<file path="config.mk">
export PLATFORM = sky130hd
export DESIGN_NAME = itc_top
export DESIGN_NICKNAME = d
export VERILOG_FILES = /design/src/verilog/itc_pkg.sv /design/src/verilog/itc_top.sv
export SDC_FILE = /design/constraint.sdc
export NUM_CORES = 1
export LEC_CHECK = 0
export ABC_AREA = 1
export BUFFER_PORTS_ARGS = -buffer_cell sky130_fd_sc_hd__buf_2
export CAP_MARGIN = 40
export CORE_ASPECT_RATIO = 1.5
export CORE_MARGIN = 3
export CORE_UTILIZATION = 55
export CTS_CLUSTER_SIZE = 14
export DETAILED_ROUTE_END_ITERATION = 10
export PLACE_DENSITY_LB_ADDON = 0.08
export SLEW_MARGIN = 20
export SYNTH_ARGS = -nofsm -noshare
export SYNTH_HDL_FRONTEND = slang
export SYNTH_SLANG_ARGS = --single-unit
</file>
<file path="constraint.sdc">
create_clock -name ref_clk -period 2.1 [get_ports ref_clk]
set_clock_uncertainty 0.1 [all_clocks]
set_input_delay 0.42 -clock ref_clk [delete_from_list [all_inputs] [get_ports ref_clk]]
set_output_delay 0.42 -clock ref_clk [all_outputs]
set_load 0.01 [all_outputs]
</file>
<file path="src/verilog/itc_pkg.sv">
// package: register map, field layout and timing constants of the integration timing control
package itc_pkg;
	// register addresses on the register port
	localparam logic [4:0] ITC_ADDR_CONTROL = 5'h00;
	localparam logic [4:0] ITC_ADDR_TIMING = 5'h01;
	// control register bit positions
	localparam int ITC_CTL_POWER_BIT = 0;
	localparam int ITC_CTL_EN_BIT = 1;
	localparam int ITC_CTL_VALID_BIT = 4;
	localparam logic [7:0] ITC_TIMING_RESET = 8'h00;
	// integration mode select encodings
	localparam logic [1:0] ITC_MODE_FREE = 2'h0;
	localparam logic [1:0] ITC_MODE_MANUAL = 2'h1;
	localparam logic [1:0] ITC_MODE_ONESHOT = 2'h2;
	localparam logic [1:0] ITC_MODE_ACCUM = 2'h3;
	// nominal time codes and the largest pulse count code
	localparam logic [3:0] ITC_CODE_12MS = 4'h0;
	localparam logic [3:0] ITC_CODE_100MS = 4'h1;
	localparam logic [3:0] ITC_CODE_400MS = 4'h2;
	localparam logic [3:0] ITC_CODE_MAX_PULSE = 4'h8;
	localparam logic [8:0] ITC_PULSE_ONE = 9'h001;
	localparam logic [8:0] ITC_PULSE_MAX = 9'h100;
	// clock and time figures
	localparam int ITC_CLK_MHZ = 125;
	localparam int ITC_CLK_PERIOD_NS = 8;
	localparam int ITC_NOM_12MS_US = 12000;
	localparam int ITC_NOM_100MS_US = 100000;
	localparam int ITC_NOM_400MS_US = 400000;
	localparam int ITC_NOM_12MS_CYC = ITC_NOM_12MS_US * ITC_CLK_MHZ;
	localparam int ITC_NOM_100MS_CYC = ITC_NOM_100MS_US * ITC_CLK_MHZ;
	localparam int ITC_NOM_400MS_CYC = ITC_NOM_400MS_US * ITC_CLK_MHZ;
	// start delay after the trigger, least time so rounded up
	localparam int ITC_SYNC_DELAY_NS = 2400;
	localparam int ITC_SYNC_DELAY_CYC = (ITC_SYNC_DELAY_NS + ITC_CLK_PERIOD_NS - 1) / ITC_CLK_PERIOD_NS;
	localparam int ITC_CNT_W = 26;

	// timing register layout
	typedef struct packed {
		logic reserved;
		logic sync_edge_rise;
		logic [1:0] integration_mode_select;
		logic [3:0] time_or_count_code;
	} itc_timing_t;

	// register port request
	typedef struct packed {
		logic wr;
		logic rd;
		logic [4:0] addr;
		logic [7:0] wdata;
	} itc_req_t;
endpackage : itc_pkg

</file>
<file path="src/verilog/itc_top.sv">
// module: integration timing control with its control and timing registers
`timescale 1ns/1ns
module itc_top #(
	parameter int NOM_12MS_CYC = itc_pkg::ITC_NOM_12MS_CYC,
	parameter int NOM_100MS_CYC = itc_pkg::ITC_NOM_100MS_CYC,
	parameter int NOM_400MS_CYC = itc_pkg::ITC_NOM_400MS_CYC
) (
	// clock, reset, enable
	input wire logic ref_clk,
	input wire logic resetn,
	input wire logic clk_en,
	// register port
	input wire itc_pkg::itc_req_t reg_req,
	output logic [7:0] reg_rdata,
	output logic reg_rvalid,
	// external trigger pin
	input wire logic sync_in,
	// converter channel control
	output logic integrating,
	output logic cycle_done
);
	typedef enum logic [1:0] {ST_IDLE, ST_DELAY, ST_INTEG} itc_state_t;

	itc_state_t st_q, st_d;
	itc_pkg::itc_timing_t timing_q;
	logic power_q;
	logic en_q;
	logic valid_q;
	logic sync_prev_q;
	logic [itc_pkg::ITC_CNT_W-1:0] cnt_q, cnt_d, nom_c;
	logic [8:0] pulse_q, pulse_d, target_c;
	logic [7:0] rdata_q;
	logic rvalid_q;
	logic done_q;
	logic end_c;
	logic run_c;
	logic rise_c;
	logic fall_c;
	logic stop_edge_c;
	logic ctl_wr_c;
	logic [1:0] mode_c;

	////////////////////////////////////////////////////////////////////////////////
	// register port
	assign ctl_wr_c = reg_req.wr && reg_req.addr == itc_pkg::ITC_ADDR_CONTROL;
	assign mode_c = timing_q.integration_mode_select;
	assign run_c = power_q && en_q;

	// control and timing writes; reserved timing bit kept at zero
	always_ff @(posedge ref_clk or negedge resetn)
	begin
		if (!resetn)
		begin
			power_q <= 1'b0;
			en_q <= 1'b0;
			timing_q <= itc_pkg::ITC_TIMING_RESET;
		end
		else if (clk_en && reg_req.wr)
		begin
			if (reg_req.addr == itc_pkg::ITC_ADDR_CONTROL)
			begin
				power_q <= reg_req.wdata[itc_pkg::ITC_CTL_POWER_BIT];
				en_q <= reg_req.wdata[itc_pkg::ITC_CTL_EN_BIT];
			end
			else if (reg_req.addr == itc_pkg::ITC_ADDR_TIMING)
			begin
				timing_q <= {1'b0, reg_req.wdata[6:0]};
			end
		end
	end

	// valid flag: a completing cycle wins over the clear by a control write
	always_ff @(posedge ref_clk or negedge resetn)
	begin
		if (!resetn)
			valid_q <= 1'b0;
		else if (clk_en)
		begin
			if (end_c)
				valid_q <= 1'b1;
			else if (ctl_wr_c)
				valid_q <= 1'b0;
		end
	end

	// registered read data, unmapped addresses read zero
	always_ff @(posedge ref_clk or negedge resetn)
	begin
		if (!resetn)
		begin
			rdata_q <= 8'h00;
			rvalid_q <= 1'b0;
		end
		else if (clk_en)
		begin
			rvalid_q <= reg_req.rd;
			if (reg_req.rd)
			begin
				rdata_q <= 8'h00;
				if (reg_req.addr == itc_pkg::ITC_ADDR_CONTROL)
				begin
					rdata_q[itc_pkg::ITC_CTL_POWER_BIT] <= power_q;
					rdata_q[itc_pkg::ITC_CTL_EN_BIT] <= en_q;
					rdata_q[itc_pkg::ITC_CTL_VALID_BIT] <= valid_q;
				end
				else if (reg_req.addr == itc_pkg::ITC_ADDR_TIMING)
					rdata_q <= timing_q;
			end
		end
	end

	////////////////////////////////////////////////////////////////////////////////
	// trigger edges; pin is synchronous so one flop is enough
	always_ff @(posedge ref_clk or negedge resetn)
	begin
		if (!resetn)
			sync_prev_q <= 1'b0;
		else if (clk_en)
			sync_prev_q <= sync_in;
	end

	assign rise_c = sync_in && !sync_prev_q;
	assign fall_c = !sync_in && sync_prev_q;
	assign stop_edge_c = timing_q.sync_edge_rise ? rise_c : fall_c;

	// nominal time; reserved codes fall back to the shortest time
	always_comb
	begin
		unique case (timing_q.time_or_count_code)
			itc_pkg::ITC_CODE_100MS: nom_c = itc_pkg::ITC_CNT_W'(NOM_100MS_CYC);
			itc_pkg::ITC_CODE_400MS: nom_c = itc_pkg::ITC_CNT_W'(NOM_400MS_CYC);
			default: nom_c = itc_pkg::ITC_CNT_W'(NOM_12MS_CYC);
		endcase
	end

	// pulse count, reserved codes saturate at the largest count
	assign target_c = (timing_q.time_or_count_code > itc_pkg::ITC_CODE_MAX_PULSE) ? itc_pkg::ITC_PULSE_MAX :
		(itc_pkg::ITC_PULSE_ONE << timing_q.time_or_count_code);

	////////////////////////////////////////////////////////////////////////////////
	// sequencer; mode changes while running are the host's hazard
	always_comb
	begin
		st_d = st_q;
		cnt_d = cnt_q;
		pulse_d = pulse_q;
		end_c = 1'b0;
		if (!run_c)
		begin
			st_d = ST_IDLE;
			cnt_d = '0;
			pulse_d = '0;
			end_c = (st_q == ST_INTEG);
		end
		else
		begin
			unique case (st_q)
				ST_IDLE:
				begin
					cnt_d = '0;
					pulse_d = '0;
					if (mode_c != itc_pkg::ITC_MODE_ONESHOT)
						st_d = ST_INTEG;
					else if (rise_c)
						st_d = ST_DELAY;
				end
				ST_DELAY:
				begin
					if (cnt_q == itc_pkg::ITC_CNT_W'(itc_pkg::ITC_SYNC_DELAY_CYC - 1))
					begin
						cnt_d = '0;
						st_d = ST_INTEG;
					end
					else
						cnt_d = cnt_q + 1'b1;
				end
				ST_INTEG:
				begin
					unique case (mode_c)
						itc_pkg::ITC_MODE_FREE, itc_pkg::ITC_MODE_ONESHOT:
						begin
							if (cnt_q == nom_c - 1'b1)
							begin
								end_c = 1'b1;
								cnt_d = '0;
								if (mode_c == itc_pkg::ITC_MODE_ONESHOT)
									st_d = ST_IDLE;
							end
							else
								cnt_d = cnt_q + 1'b1;
						end
						itc_pkg::ITC_MODE_MANUAL:
							st_d = ST_INTEG;
						itc_pkg::ITC_MODE_ACCUM:
						begin
							if (stop_edge_c)
							begin
								if (pulse_q == target_c - 1'b1)
								begin
									end_c = 1'b1;
									pulse_d = '0;
									st_d = ST_IDLE;
								end
								else
									pulse_d = pulse_q + 1'b1;
							end
						end
					endcase
				end
			endcase
		end
	end

	// sequencer state, counters and completion pulse
	always_ff @(posedge ref_clk or negedge resetn)
	begin
		if (!resetn)
		begin
			st_q <= ST_IDLE;
			cnt_q <= '0;
			pulse_q <= '0;
			done_q <= 1'b0;
		end
		else if (clk_en)
		begin
			st_q <= st_d;
			cnt_q <= cnt_d;
			pulse_q <= pulse_d;
			done_q <= end_c;
		end
	end

	assign integrating = (st_q == ST_INTEG);
	assign cycle_done = done_q;
	assign reg_rdata = rdata_q;
	assign reg_rvalid = rvalid_q;

	////////////////////////////////////////////////////////////////////////////////
	// checks
	AST_ENABLE_START: assert property (@(posedge ref_clk) disable iff (!resetn || !clk_en)
		$rose(run_c) && mode_c != itc_pkg::ITC_MODE_ONESHOT && $stable(mode_c) |-> ##2 integrating)
		else $error("channels did not start after enable");
	AST_DISABLE_STOP: assert property (@(posedge ref_clk) disable iff (!resetn || !clk_en)
		!run_c |=> !integrating)
		else $error("channels still integrating after disable");
	AST_MANUAL_END: assert property (@(posedge ref_clk) disable iff (!resetn || !clk_en)
		mode_c == itc_pkg::ITC_MODE_MANUAL && integrating && !run_c |=> !integrating && valid_q && cycle_done)
		else $error("manual stop did not complete a cycle");
	AST_MANUAL_HOLD: assert property (@(posedge ref_clk) disable iff (!resetn || !clk_en)
		mode_c == itc_pkg::ITC_MODE_MANUAL && integrating && run_c |=> integrating)
		else $error("manual integration ended without the host");
	AST_VALID_SET: assert property (@(posedge ref_clk) disable iff (!resetn || !clk_en)
		cycle_done |-> valid_q)
		else $error("valid flag missing after completed cycle");
	AST_FREE_RESTART: assert property (@(posedge ref_clk) disable iff (!resetn || !clk_en)
		end_c && run_c && mode_c == itc_pkg::ITC_MODE_FREE |=> integrating && cnt_q == '0)
		else $error("free-running cycle did not restart");
	AST_ONESHOT_DELAY: assert property (@(posedge ref_clk) disable iff (!resetn || !clk_en)
		st_q == ST_IDLE && run_c && mode_c == itc_pkg::ITC_MODE_ONESHOT && rise_c ##1 run_c |-> (st_q == ST_DELAY)[*8])
		else $error("trigger start delay too short");
	AST_ONESHOT_START: assert property (@(posedge ref_clk) disable iff (!resetn || !clk_en)
		$rose(integrating) && $past(st_q) == ST_DELAY |-> $past(cnt_q) == itc_pkg::ITC_CNT_W'(itc_pkg::ITC_SYNC_DELAY_CYC - 1))
		else $error("trigger start delay not kept");
	AST_EDGE_FALL: assert property (@(posedge ref_clk) disable iff (!resetn || !clk_en)
		integrating && run_c && mode_c == itc_pkg::ITC_MODE_ACCUM && !timing_q.sync_edge_rise && !fall_c
		|=> pulse_q == $past(pulse_q) && integrating)
		else $error("accumulation counted a non-falling edge");
	AST_EDGE_RISE: assert property (@(posedge ref_clk) disable iff (!resetn || !clk_en)
		integrating && run_c && mode_c == itc_pkg::ITC_MODE_ACCUM && timing_q.sync_edge_rise && !rise_c
		|=> pulse_q == $past(pulse_q) && integrating)
		else $error("accumulation counted a non-rising edge");
	AST_ACCUM_END: assert property (@(posedge ref_clk) disable iff (!resetn || !clk_en)
		cycle_done && $past(mode_c) == itc_pkg::ITC_MODE_ACCUM && $past(run_c) |-> $past(pulse_q) == $past(target_c) - 1'b1)
		else $error("accumulation ended at wrong pulse count");
endmodule : itc_top

</file>
# [Yosys cells after proc, flatten, opt, wreduce, memory -nomap -nowiden]
# Cells that the tools add are included.
[word_totals] ff_bits=58 inputBits=19 elab_cells=97 output_inout_bits=11
[op_classes] n_mux=36 bitwise=1 eq_ne=22 magnitude_cmp=1 n_addsub=4 n_shift=1 reduce_logical=19
[ops] op="$mux W26" n=4
[ops] op="$pmux W26 S3" n=1
[ops] op="$pmux W26 S2" n=1
[ops] op="$mux W9" n=5
[ops] op="$add A26 B1 Y26 const B" n=1
[ops] op="$eq A26 B26 Y1" n=1
[ops] op="$eq A26 B9 Y1 const B" n=1
[ops] op="$sub A26 B1 Y26 const B" n=1
[ops] op="$mux W2" n=10
[ops] op="$ne A4 B4 Y1 const B" n=5
[ops] op="$pmux W9 S2" n=1
[ops] op="$ne A3 B2 Y1 const B" n=4
[ops] op="$pmux W2 S3" n=2
[ops] op="$add A9 B1 Y9 const B" n=1
[ops] op="$eq A9 B9 Y1" n=1
[ops] op="$mux W1" n=9
[ops] op="$shl A1 B4 Y9 const A" n=1
[ops] op="$sub A9 B1 Y9 const B" n=1
[ops] op="$reduce_and A2 Y1" n=4
[ops] op="$mux W7" n=1
[ops] op="$reduce_and A7 Y1" n=1
[ops] op="$eq A2 B2 Y1 const B" n=3
[ops] op="$eq A5 B1 Y1 const B" n=1
[ops] op="$logic_and A1 B1 Y1" n=5
[ops] op="other kinds (16)" n=19

# [Depth between registers and ports, before layout]
# Gate-level depths: netlist of the first run.
[depth] word_depth=11 depth_mapped=15 mapped_depth_nobuf=15

# [Worst setup path after synthesis of the first run]
# OpenSTA, ideal clock, no wires.
[synth_timing] kind="reg-to-reg" from="register timing_q[2] (netlist bit)" to="register pulse_q[4]" arrival_ns=1.838 path_buffers=0 stages_incl_launch_ff=16 slack_ns=0.044 required_time_ns=1.881 setup_ns=0.119 synth_period_minus_slack_ns=2.056 cell_sequence="dfrtp_1 -> nor2_8 -> nand3_2 -> ha_1 -> nand2_1 -> inv_1 -> nor2_1 -> nand2_1 -> nor2_1 -> nand2_1 -> nor2_1 -> nand2_1 -> nand2_1 -> nand2_1 -> inv_2 -> nor2_1"
[synth_between] elab_chain_len=9 elab_cells_between_ends=10 classes_between="1 x add/sub; 1 x order compare; 1 x eq/ne; 1 x shift; 6 x mux"
[synth_lines] element="start, declared" line="itc_top.sv:25" rtl="itc_pkg::itc_timing_t timing_q;"
[synth_lines] element="start signal, assigned" line="itc_top.sv:56" rtl="timing_q <= itc_pkg::ITC_TIMING_RESET;"
[synth_lines] element="start signal, assigned" line="itc_top.sv:67" rtl="timing_q <= {1'b0, reg_req.wdata[6:0]};"
[synth_lines] element="$gt A4 B4 Y1 / $shl A1 B4 Y9 (equally long branches)" line="itc_top.sv:137, itc_top.sv:138"
[synth_lines] element="$mux W9 *" line="itc_top.sv:137" rtl="assign target_c = (timing_q.time_or_count_code > itc_pkg::ITC_CODE_MAX_PULSE) ? itc_pkg::ITC_PULSE_MAX :"
[synth_lines] element="$sub A9 B1 Y9 *" line="itc_top.sv:198" rtl="if (pulse_q == target_c - 1'b1)"
[synth_lines] element="$eq A9 B9 Y1 *" line="itc_top.sv:198"
[synth_lines] element="$mux W9 *" line="itc_top.sv:198"
[synth_lines] element="$mux W9 *" line="itc_top.sv:196" rtl="if (stop_edge_c)"
[synth_lines] element="$mux W9 *" line="itc_top.sv:179" rtl="unique case (mode_c)"
[synth_lines] element="$pmux W9 S2 *" line="itc_top.sv:157" rtl="unique case (st_q)"
[synth_lines] element="$mux W9 *" line="itc_top.sv:148" rtl="if (!run_c)"
[synth_lines] element="end signal, assigned" line="itc_top.sv:228" rtl="pulse_q <= pulse_d;"
[synth_lines] element="end, declared" line="itc_top.sv:31" rtl="logic [8:0] pulse_q, pulse_d, target_c;"
# Every way passes the cells marked *; elsewhere a longest branch is shown, timed or not. The select of a mux whose other input is x is not followed.
# A chain may end at the register's enable or synchronous reset.

# [Worst setup path after layout of the first run]
[layout_timing] from="register timing_q[0] (netlist bit)" to="register cnt_q[15] (netlist bit)"
[layout_between] elab_chain_len=8 elab_cells_between_ends=9 classes_between="1 x add/sub; 3 x eq/ne; 5 x mux"
[layout_lines] element="$eq A4 B2 Y1 / $eq A4 B1 Y1 (equally long branches)" line="itc_top.sv:129" rtl="unique case (timing_q.time_or_count_code)"
[layout_lines] element="$pmux W26 S2 *" line="itc_top.sv:129"
[layout_lines] element="$sub A26 B1 Y26 *" line="itc_top.sv:182" rtl="if (cnt_q == nom_c - 1'b1)"
[layout_lines] element="$eq A26 B26 Y1 *" line="itc_top.sv:182"
[layout_lines] element="$mux W26 *" line="itc_top.sv:182"
[layout_lines] element="$mux W26 *" line="itc_top.sv:179"
[layout_lines] element="$pmux W26 S3 *" line="itc_top.sv:157"
[layout_lines] element="$mux W26 *" line="itc_top.sv:148"
[layout_lines] element="end signal, assigned" line="itc_top.sv:227" rtl="cnt_q <= cnt_d;"
[layout_lines] element="end, declared" line="itc_top.sv:30" rtl="logic [itc_pkg::ITC_CNT_W-1:0] cnt_q, cnt_d, nom_c;"
# Marked as above.

==> reports/metrics.csv, run 1 <==
metric;value;unit
place.detailed.instances;664;
gr-total-overflow;0;
grt_setup_unrepaired;yes;
ratio_of_cells_with_drive_above_1_in_the_final_layout;0.232;
path_cells;buf_6 -> buf_6 -> nor2_4 -> nand2_4 -> inv_2 -> nand2_1 -> nand2_1 -> nand2_1 -> nor2_2 -> nand2_1 -> nand2_1 -> nand2_2 -> nand2_4 -> clkbuf_16 -> o21ai_2;
worst_slew_pin_slew;543;ps
synth-seq-area-share;0.369;
timing.critical_path.required;2230;ps
wl_met2;5380;µm
grt_pass1_vias;3653;
share_comb_of_total_power;0.120;
worst_ep_arrival_time;2210;ps
die_w;74.4;µm
cts-root-to-sink-buffers;2;
dp_hpwl;7360;µm
cell_depth_of_the_worst_setup_path;15;
slowest_delay;420;ps
netlist_instances;544;
highest_layer;met4;
dp_slack;-101;ps
synth_seq_cells;57;
most-common-layout-cells;160 x nand2_1, 62 x inv_1, 55 x dfrtp_1;
filler_cells_inserted;567;
port_buffers;27;
finalWirelength;9710;µm
final-hold-violation-count;0;
critical_path.reg2reg.endpoint;cnt_q[15];
cts_buf_count;9;
r2r_slack;20;ps
wire_per_inst;14.2;µm
endpoint_kind;flop;
ir_worst_vdd;0.000420;V
maxCapViolations;0;
setup_slack;24.4;ps
viasPerCell;5.35;
die_h;109;µm
drtPass1Iterations;5;
tritoncts;built;
clock_insertion_delay_worst_skew;350;ps
path_type_of_the_worst_min_delay_path;primary input to flop;
period_share;0.988;
die_ar;8090;µm²
antenna_fix_cells;0;
cts.root.buffer_cell;clkbuf_8;
clock_transition_at_the_register_clock_pins_on_the_worst_setup_and_hold_paths_after_cts;60;ps
met3_length;348;µm
regToRegStartpoint;timing_q[0];
syn_area_per_cell;7.10;µm²
post_synth_instance_area;3860;µm²
crit_path_top_delay_cell;dfrtp_1;
core-area;6670;µm²
timing.critical_path.buf_inv;4;
place_congestion;0.869;
synth-warning-count;0;
period_minus_slack;2080;ps
p_leak;2.22;nW
drt_iter0_drc;204;
timing.final.max_slew_violations;0;
antenna_violating_nets_post_route;0;
ctsHtreeMaxLevel;3;
cp-startpoint;timing_q[0];
stdcell_area;4600;µm²
timing.reg2reg.worst_path_depth;15;
cp_max_fo;7;
syn-num-nets;569;
status;finished clean;
tritoncts_num_sinks;57;
areaGrowthSynthToFinish;18.9;%
via_count;3661;
final_nets;629;
grt_first_pass_wirelength;15800;µm
remaining_drc_errors;0;
internal_power;1.86;mW
dpl-instance-area;4240;µm²
placementRows;36;
power_frac_seq;0.471;
critPathCapture;cnt_q[15];
relSlewSlack;0.638;
share_clk_of_total_power;0.410;
grt_use_total;0.256;
setup_viol_count_final;0;
crit_path_frequent_cell;nand2_1;
mostFrequentLayoutCell;nand2_1;
swShare;0.258;
stdcell_count;684;
antenna_violations_before_repair;0;
ios;30;
path_class;flop to flop;
netlist-cell-type-count;35;
pin_count_of_the_biggest_net_entering_global_routing;27;
switchingPower;0.646;mW
cpLargestDelayFamily;simple AND/OR/NAND/NOR gates;
powerDensity;545;nW/µm²
kind_of_launch_point_of_the_worst_setup_path;flop;
max_freq;0.482;GHz
drt-met1-wl;3630;µm
fin_worst_hold_slack;220;ps
start_util;0.580;
postLayoutCoreUtil;0.689;
==> layer usage <==
metal,vias up,track usage
li1,1843,-
met1,1712,0.261
met2,79,0.476
met3,27,0.0554
met4,0,0.123
met5,-,0
==> worst min path at each step <==
stage,startpoint,slack [ps],endpoint,depth (start not counted)
detailed placement,resetn,340,reg_rdata[0],1
finish,sync_in,220,sync_prev_q,3
floorplan,resetn,20,cnt_q[0],0
CTS,sync_in,200,sync_prev_q,3
global route,sync_in,240,sync_prev_q,3
global placement,resetn,330,reg_rdata[1],1
==> tightest hold or removal path: cells and delay by family <==
family	cells	cell delay, ps
AND/OR/NAND/NOR	1	50
buffers and inverters	1	110
AO/OA/AOI/OAI	1	60
==> per-stage QoR <==
step / TNS (ps) / power, mW
CTS: 0 / 2.51
global route: -1690 / 2.61
finish: 0 / 2.50
detailed placement: -759 / 1.47
floorplan: 0 / 1.34
global placement: -417 / 1.46
==> Yosys cell counts <==
| cell | count | area [µm²] |
|---|---|---|
| o21ai_0 | 13 | 65.1 |
| nand3b_1 | 3 | 22.5 |
| nand4_1 | 9 | 56.3 |
| nand3_1 | 43 | 215 |
| nand2_4 | 2 | 22.5 |
| clkbuf_1 | 6 | 22.5 |
| inv_2 | 5 | 18.8 |
| o21a_1 | 1 | 7.51 |
| nor3_2 | 6 | 60.1 |
| nor3_1 | 17 | 85.1 |
| buf_12 | 2 | 40.0 |
| nand2_1 | 166 | 623 |
| nor3b_2 | 1 | 12.5 |
| xor2_1 | 20 | 175 |
| o21bai_1 | 1 | 7.51 |
| o21ai_2 | 21 | 184 |
| o31ai_1 | 5 | 37.5 |
| nand2_2 | 3 | 18.8 |
| conb_1 | 1 | 3.75 |
| a21oi_1 | 16 | 80.1 |
| nor2_8 | 1 | 20.0 |
| buf_4 | 1 | 7.51 |
| buf_2 | 5 | 25.0 |
| nor2_4 | 2 | 22.5 |
| o22ai_1 | 1 | 6.26 |
| xnor2_1 | 4 | 35.0 |
| ha_1 | 6 | 75.1 |
| o21ai_1 | 3 | 15.0 |
| nand3_2 | 1 | 10.0 |
| nor2_2 | 1 | 6.26 |
| dfrtp_1 | 57 | 1430 |
| inv_1 | 63 | 236 |
| nor2_1 | 56 | 210 |
| clkinv_1 | 1 | 3.75 |
| or2_1 | 1 | 6.26 |
==> state kept, by name, summed over array words and instances (netlist names) <==
name	flops
reg_rdata	7
mode_c	2
st_q	2
timing_q	5
cycle_done	1
sync_prev_q	1
valid_q	1
reg_rvalid	1
en_q	1
power_q	1
pulse_q	9
cnt_q	26
==> final cells by class <==
cell class                 count  area (µm²)  area share
multi-input combinational    404        2160       0.471
tap                           76        95.1      0.0207
sequential                    57        1430       0.311
clock buffer                  12         155      0.0338
timing repair buffer          63         449      0.0977
clock inverter                 3        40.0     0.00871
inverter                      69         264      0.0574
==> power groups by stage <==
stage	Sequential, mW	Clock (mW)	Combinational, mW
floorplan	1.20	0	0.145
global placement	1.19	0	0.269
detailed placement	1.20	0	0.274
CTS	1.18	1.05	0.282
global route	1.18	1.10	0.335
finish	1.18	1.03	0.300
==> logic make-up (layout without fill, tap and decap cells) <==
kind of cell	after synthesis	in the layout	synth area share
adder cells (fa/ha/maj)	6	6	0.0194
other	1	1	0.000971
AND/OR/NAND/NOR	312	312	0.360
buffers and inverters	83	147	0.0916
flip-flops	57	57	0.369
XOR/XNOR	24	24	0.0544
AO/OA/AOI/OAI	61	61	0.104
==> timing repair <==
item                       CTS  global route
pin swaps                    1            15
setup buffers                1             2
hold buffers                 1             0
setup endpoints to repair   10            36
cloned                       0             1
hold endpoints to repair    23             0
resized for setup            6            23
Note: power is estimated with default switching activity, not from simulation.
==> inputs of run 2 (changes only) <==
- CELL_PAD_IN_SITES_DETAIL_PLACEMENT: unset -> 0
- CELL_PAD_IN_SITES_GLOBAL_PLACEMENT: unset -> 1
- CORE_UTILIZATION: 55 -> 40
==> run 2 against run 1 <==
Effect of this change:
- the run now ends with hold timing left
- non-clock buffer count increased by 6
- first-iteration DRC count decreased by 55%
- design area increased by 4.1%
- critical path depth unchanged
- count of clock-buffer cells in the layout increased by 2
- flip-flop and latch count unchanged
- setup slack improved by 20 ps
- utilization decreased by 18 points
- combinational power increased by 4%
- final cell count increased by 6.0%
- routed wire length increased by 7.3%
- largest power group is now the clock network
==> reports/metrics.csv, run 2 (synthesis gave the netlist of run 1 again) <==
metric;value;unit
gr-total-overflow;0;
wire_per_inst;14.4;µm
antenna_violations_before_repair;0;
fin_worst_hold_slack;-7.35;ps
largest_register_ffs;26;
ios;30;
setup_slack;44.7;ps
maxCapViolations;0;
grt_first_pass_wirelength;17300;µm
p_leak;2.29;nW
kind_of_launch_point_of_the_worst_setup_path;flop;
post-layout-total-power;2.82;mW
via_count;3615;
die_w;86.2;µm
register_with_the_most_flip_flops;cnt_q;
cp_max_fo;7;
swShare;0.248;
cts.root.buffer_cell;clkbuf_16;
final_nets;635;
timing.critical_path.required;2210;ps
port_buffers;27;
period_share;0.979;
viasPerCell;4.99;
antenna_violating_nets_post_route;0;
switchingPower;0.698;mW
dp_hpwl;8030;µm
die_ar;10900;µm²
drtPass1Iterations;4;
cts-root-to-sink-buffers;2;
powerDensity;589;nW/µm²
path_class;flop to flop;
start_util;0.415;
place_congestion;0.914;
clock_insertion_delay_worst_skew;330;ps
clock_transition_at_the_register_clock_pins_on_the_worst_setup_and_hold_paths_after_cts;50;ps
dp_slack;-104;ps
setup_viol_count_final;0;
ctsHtreeMaxLevel;3;
ir_worst_vdd;0.000397;V
cts_buf_count;9;
finalWirelength;10400;µm
final-hold-violation-count;2;
path_type_of_the_worst_min_delay_path;primary input to asynchronous set/reset pin;
grt_use_total;0.204;
placementRows;43;
status;finished with violations;
timing.final.max_slew_violations;0;
tritoncts_num_sinks;57;
grt_setup_unrepaired;yes;
power_frac_seq;0.419;
antenna_fix_cells;0;
period_minus_slack;2060;ps
pin_count_of_the_biggest_net_entering_global_routing;58;
share_comb_of_total_power;0.111;
violations;hold timing;
ratio_of_cells_with_drive_above_1_in_the_final_layout;0.245;
max_freq;0.487;GHz
internal_power;2.12;mW
grt_pass1_vias;3703;
remaining_drc_errors;0;
share_clk_of_total_power;0.470;
areaGrowthSynthToFinish;23.8;%
die_h;126;µm
drt_iter0_drc;91;
most-common-layout-cells;158 x nand2_1, 63 x inv_1, 55 x dfrtp_1;
endpoint_kind;flop;
core-area;9310;µm²
worst_ep_arrival_time;2160;ps
tritoncts;built;
mostFrequentLayoutCell;nand2_1;
==> run 2: cell types whose count changed in the layout (fill, tap and decap cells not counted), moves of 5 or more <==
| cell | before | now |
|---|---|---|
| nor2_1 | 50 | 45 |
| clkbuf_16 | 1 | 10 |
| clkbuf_8 | 11 | 2 |
| buf_4 | 30 | 36 |
| nor2_2 | 6 | 12 |
==> run 2: power by group through the flow <==
| stage | registers [mW] | clock network, mW | logic, mW |
|---|---|---|---|
| final | 1.18 | 1.32 | 0.313 |
| after CTS | 1.18 | 1.35 | 0.293 |
| after global placement | 1.19 | 0 | 0.282 |
| after detailed placement | 1.19 | 0 | 0.283 |
| after floorplan | 1.20 | 0 | 0.145 |
| after global routing | 1.18 | 1.41 | 0.354 |
==> run 2: cell type report <==
class / count / area [µm²]
inverters: 69 / 264
well taps: 112 / 140
flip-flops and latches: 57 / 1430
repair buffers: 69 / 504
clock buffers: 14 / 264
multi-input cells: 404 / 2180
fillers: 982 / 4530
==> run 2: critical path, stage by stage, from the launching register on <==
cell	delay [ps]
dfrtp_1	390
buf_6	130
buf_6	120
nor2_4	110
nand2_4	90
inv_2	60
nand2_1	50
nand2_1	70
nand2_1	60
nor2_2	150
nand2_1	70
nand2_1	80
nand2_2	90
nand2_4	140
clkbuf_16	180
o21ai_2	50
==> run 2: what timing repair did <==
action / in CTS / in global routing
setup buffers: 1 / 7
hold buffers: 0 / 0
cloned: 0 / 1
endpoints found under the setup margin: 11 / 37
resized for setup: 10 / 25
pin swaps: 5 / 18
==> run 2: path summary, 6_finish.rpt <==
kind | to | from | slack (ps) | cells past startpoint
min in group ref_clk | sync_prev_q | sync_in | 240 | 3
worst max-delay path | cnt_q[6] | timing_q[0] | 40 | 15
worst max register to register | cnt_q[6] | timing_q[0] | 40 | 15
worst min register to register | reg_rdata[2] | reg_rdata[2] | 370 | 2
max in group asynchronous | timing_q[2] | resetn | 1630 | 2
worst min-delay path | reg_rdata[1] | resetn | -7 | 2
==> run 2: metal layers <==
metal	vias up	track usage	share of wire
met5	-	0	0
met4	0	0.0936	0.037
met3	28	0.0357	0.030
met2	58	0.387	0.55
met1	1663	0.211	0.38
li1	1866	-	-
==> run 2: stage by stage <==
step                area, µm²  TNS, ps  cells  utilization
finish                   4780        0    725        0.514
global route             4780    -2730    725        0.514
CTS                      4630   -0.430    718        0.498
detailed placement       4320     -717    703        0.465
global placement         4320     -410    703        0.465
floorplan                3860        0    544            -
==> inputs of run 3 (changes only) <==
- CORE_UTILIZATION: 40 -> 48
- clock period: 2.1 -> 2.6 ns (I/O delays scaled with it)
==> run 3 against run 2 <==
Effect of this change:
- the flow now finishes without violations
- final cell count decreased by 6.5%
- routed wire length decreased by 8.0%
- sequential power decreased by 19%
- clock power decreased by 16%
- design area decreased by 8.7%
- setup slack improved by 190 ps
- utilization increased by 5.2 points
- first-iteration DRC count increased by 81%
- largest cell class unchanged
==> reports/metrics.csv, run 3 (synthesis gave the netlist of run 1 again) <==
metric;value;unit
status;finished clean;
areaGrowthSynthToFinish;13.0;%
share_comb_of_total_power;0.089;
grt_first_pass_wirelength;16100;µm
cell_depth_of_the_worst_setup_path;15;
endpoint_kind;flop;
ir_worst_vdd;0.000355;V
grt_use_total;0.225;
grt_setup_unrepaired;no;
remaining_drc_errors;0;
path_cells;nor2_8 -> nand3_4 -> ha_1 -> nand2_1 -> inv_1 -> nor2_1 -> nand2_1 -> nor2_1 -> nand2_1 -> nor2_1 -> nand2_1 -> nand2_1 -> nand2_1 -> inv_2 -> nor2_1;
timing.critical_path.buf_inv;2;
r2r_slack;240;ps
critPathCapture;pulse_q[7];
period_minus_slack;2360;ps
timing.reg2reg.worst_path_depth;15;
stdcell_count;678;
max_freq;0.423;GHz
tritoncts;built;
drt_iter0_drc;165;
multiInputGateArea;2090;µm²
relSlewSlack;0.556;
worst_slew_pin_slew;667;ps
cp_max_fo;7;
final-hold-violation-count;0;
critical_path.reg2reg.endpoint;pulse_q[7];
path_class;flop to flop;
slowest_delay;450;ps
place_congestion;0.871;
crit_path_frequent_cell;nand2_1;
antenna_violations_before_repair;0;
switchingPower;0.561;mW
cts_buf_count;9;
drtPass1Iterations;5;
power_frac_seq;0.422;
ios;30;
filler_cells_inserted;794;
via_count;3460;
period_share;0.909;
share_clk_of_total_power;0.489;
antenna_violating_nets_post_route;0;
viasPerCell;5.10;
die_ar;9180;µm²
setup_tns;0;ps
powerDensity;519;nW/µm²
port_buffers;27;
seqCellArea;1430;µm²
register_with_the_most_flip_flops;cnt_q;
grt_pass1_vias;3482;
regToRegStartpoint;timing_q[2];
timing.critical_path.required;2710;ps
die_w;79.3;µm
internal_power;1.70;mW
cp-startpoint;timing_q[2];
gr-total-overflow;0;
cts-root-to-sink-buffers;2;
crit_path_top_delay_cell;dfrtp_2;
worst_ep_arrival_time;2480;ps
cpLargestDelayFamily;simple AND/OR/NAND/NOR gates;
ctsHtreeMaxLevel;3;
place.detailed.instances;663;
clock_insertion_delay_worst_skew;330;ps
swShare;0.248;
p_leak;2.08;nW
clock_transition_at_the_register_clock_pins_on_the_worst_setup_and_hold_paths_after_cts;50;ps
dp_hpwl;7430;µm
ratio_of_cells_with_drive_above_1_in_the_final_layout;0.155;
final_nets;597;
mostFrequentLayoutCell;nand2_1;
path_type_of_the_worst_min_delay_path;primary input to asynchronous set/reset pin;
pin_count_of_the_biggest_net_entering_global_routing;32;
fin_worst_hold_slack;123;ps
placementRows;39;
setup_viol_count_final;0;
stdcell_area;4370;µm²
die_h;116;µm
largest_register_ffs;26;
maxCapViolations;0;
antenna_fix_cells;0;
timing.final.max_slew_violations;0;
cts.root.buffer_cell;clkbuf_16;
kind_of_launch_point_of_the_worst_setup_path;flop;
core-area;7710;µm²
post-layout-total-power;2.26;mW
finalWirelength;9580;µm
wire_per_inst;14.1;µm
most-common-layout-cells;166 x nand2_1, 63 x inv_1, 56 x nor2_1, 56 x dfrtp_1, 43 x nand3_1;
tritoncts_num_sinks;57;
dpl-instance-area;4070;µm²
start_util;0.501;
==> run 3: power groups by stage <==
stage	clock network (mW)	registers [mW]	logic, mW
6_report	1.11	0.955	0.201
5_1_grt	1.17	0.960	0.231
4_1_cts	1.13	0.954	0.204
3_5_place_dp	0	0.968	0.202
3_3_place_gp	0	0.967	0.201
2_1_floorplan	0	0.967	0.117
==> run 3: timing repair <==
action,4_1_cts,5_1_grt
setup endpoints to repair,0,9
gates resized for setup,0,2
buffers inserted,0,0
hold buffers,0,0
==> run 3: worst min-delay path by stage <==
stage,startpoint,to
6_report,resetn,reg_rdata[0]
5_1_grt,resetn,reg_rdata[4]
4_1_cts,resetn,cnt_q[2]
3_5_place_dp,reg_rvalid,reg_rvalid
3_3_place_gp,reg_rvalid,reg_rvalid
2_1_floorplan,resetn,cnt_q[0]
==> run 3: through the flow <==
step,util,worst slack (ps)
2_1_floorplan,-,544
3_3_place_gp,0.528,190
3_5_place_dp,0.528,172
4_1_cts,0.565,158
6_report,0.566,237
5_1_grt,0.566,4.14
==> run 3: layout make-up <==
| cell class | instances | area share |
|---|---|---|
| clock inverter | 2 | 0.00287 |
| timing repair buffer | 31 | 0.0407 |
| inverter | 69 | 0.0593 |
| sequential | 57 | 0.327 |
| tap | 102 | 0.0292 |
| clock buffer | 13 | 0.0619 |
| multi-input combinational | 404 | 0.479 |
==> run 3: worst reg2reg max path, stage by stage, from the launching register on <==
cell,delay [ps]
dfrtp_2,450
nor2_8,190
nand3_4,120
ha_1,310
nand2_1,70
inv_1,40
nor2_1,110
nand2_1,60
nor2_1,100
nand2_1,60
nor2_1,150
nand2_1,90
nand2_1,120
nand2_1,100
inv_2,130
nor2_1,60
==> run 3: metal layers <==
metal  global-route usage  wire length (µm)  share of wire  vias up
li1                     -                 -              -     1789
met1                0.239              3750           0.39     1589
met2                0.417              5250           0.55       62
met3               0.0474               287          0.030       20
met4                0.114               287          0.030        0
met5                    0                 0              0        -
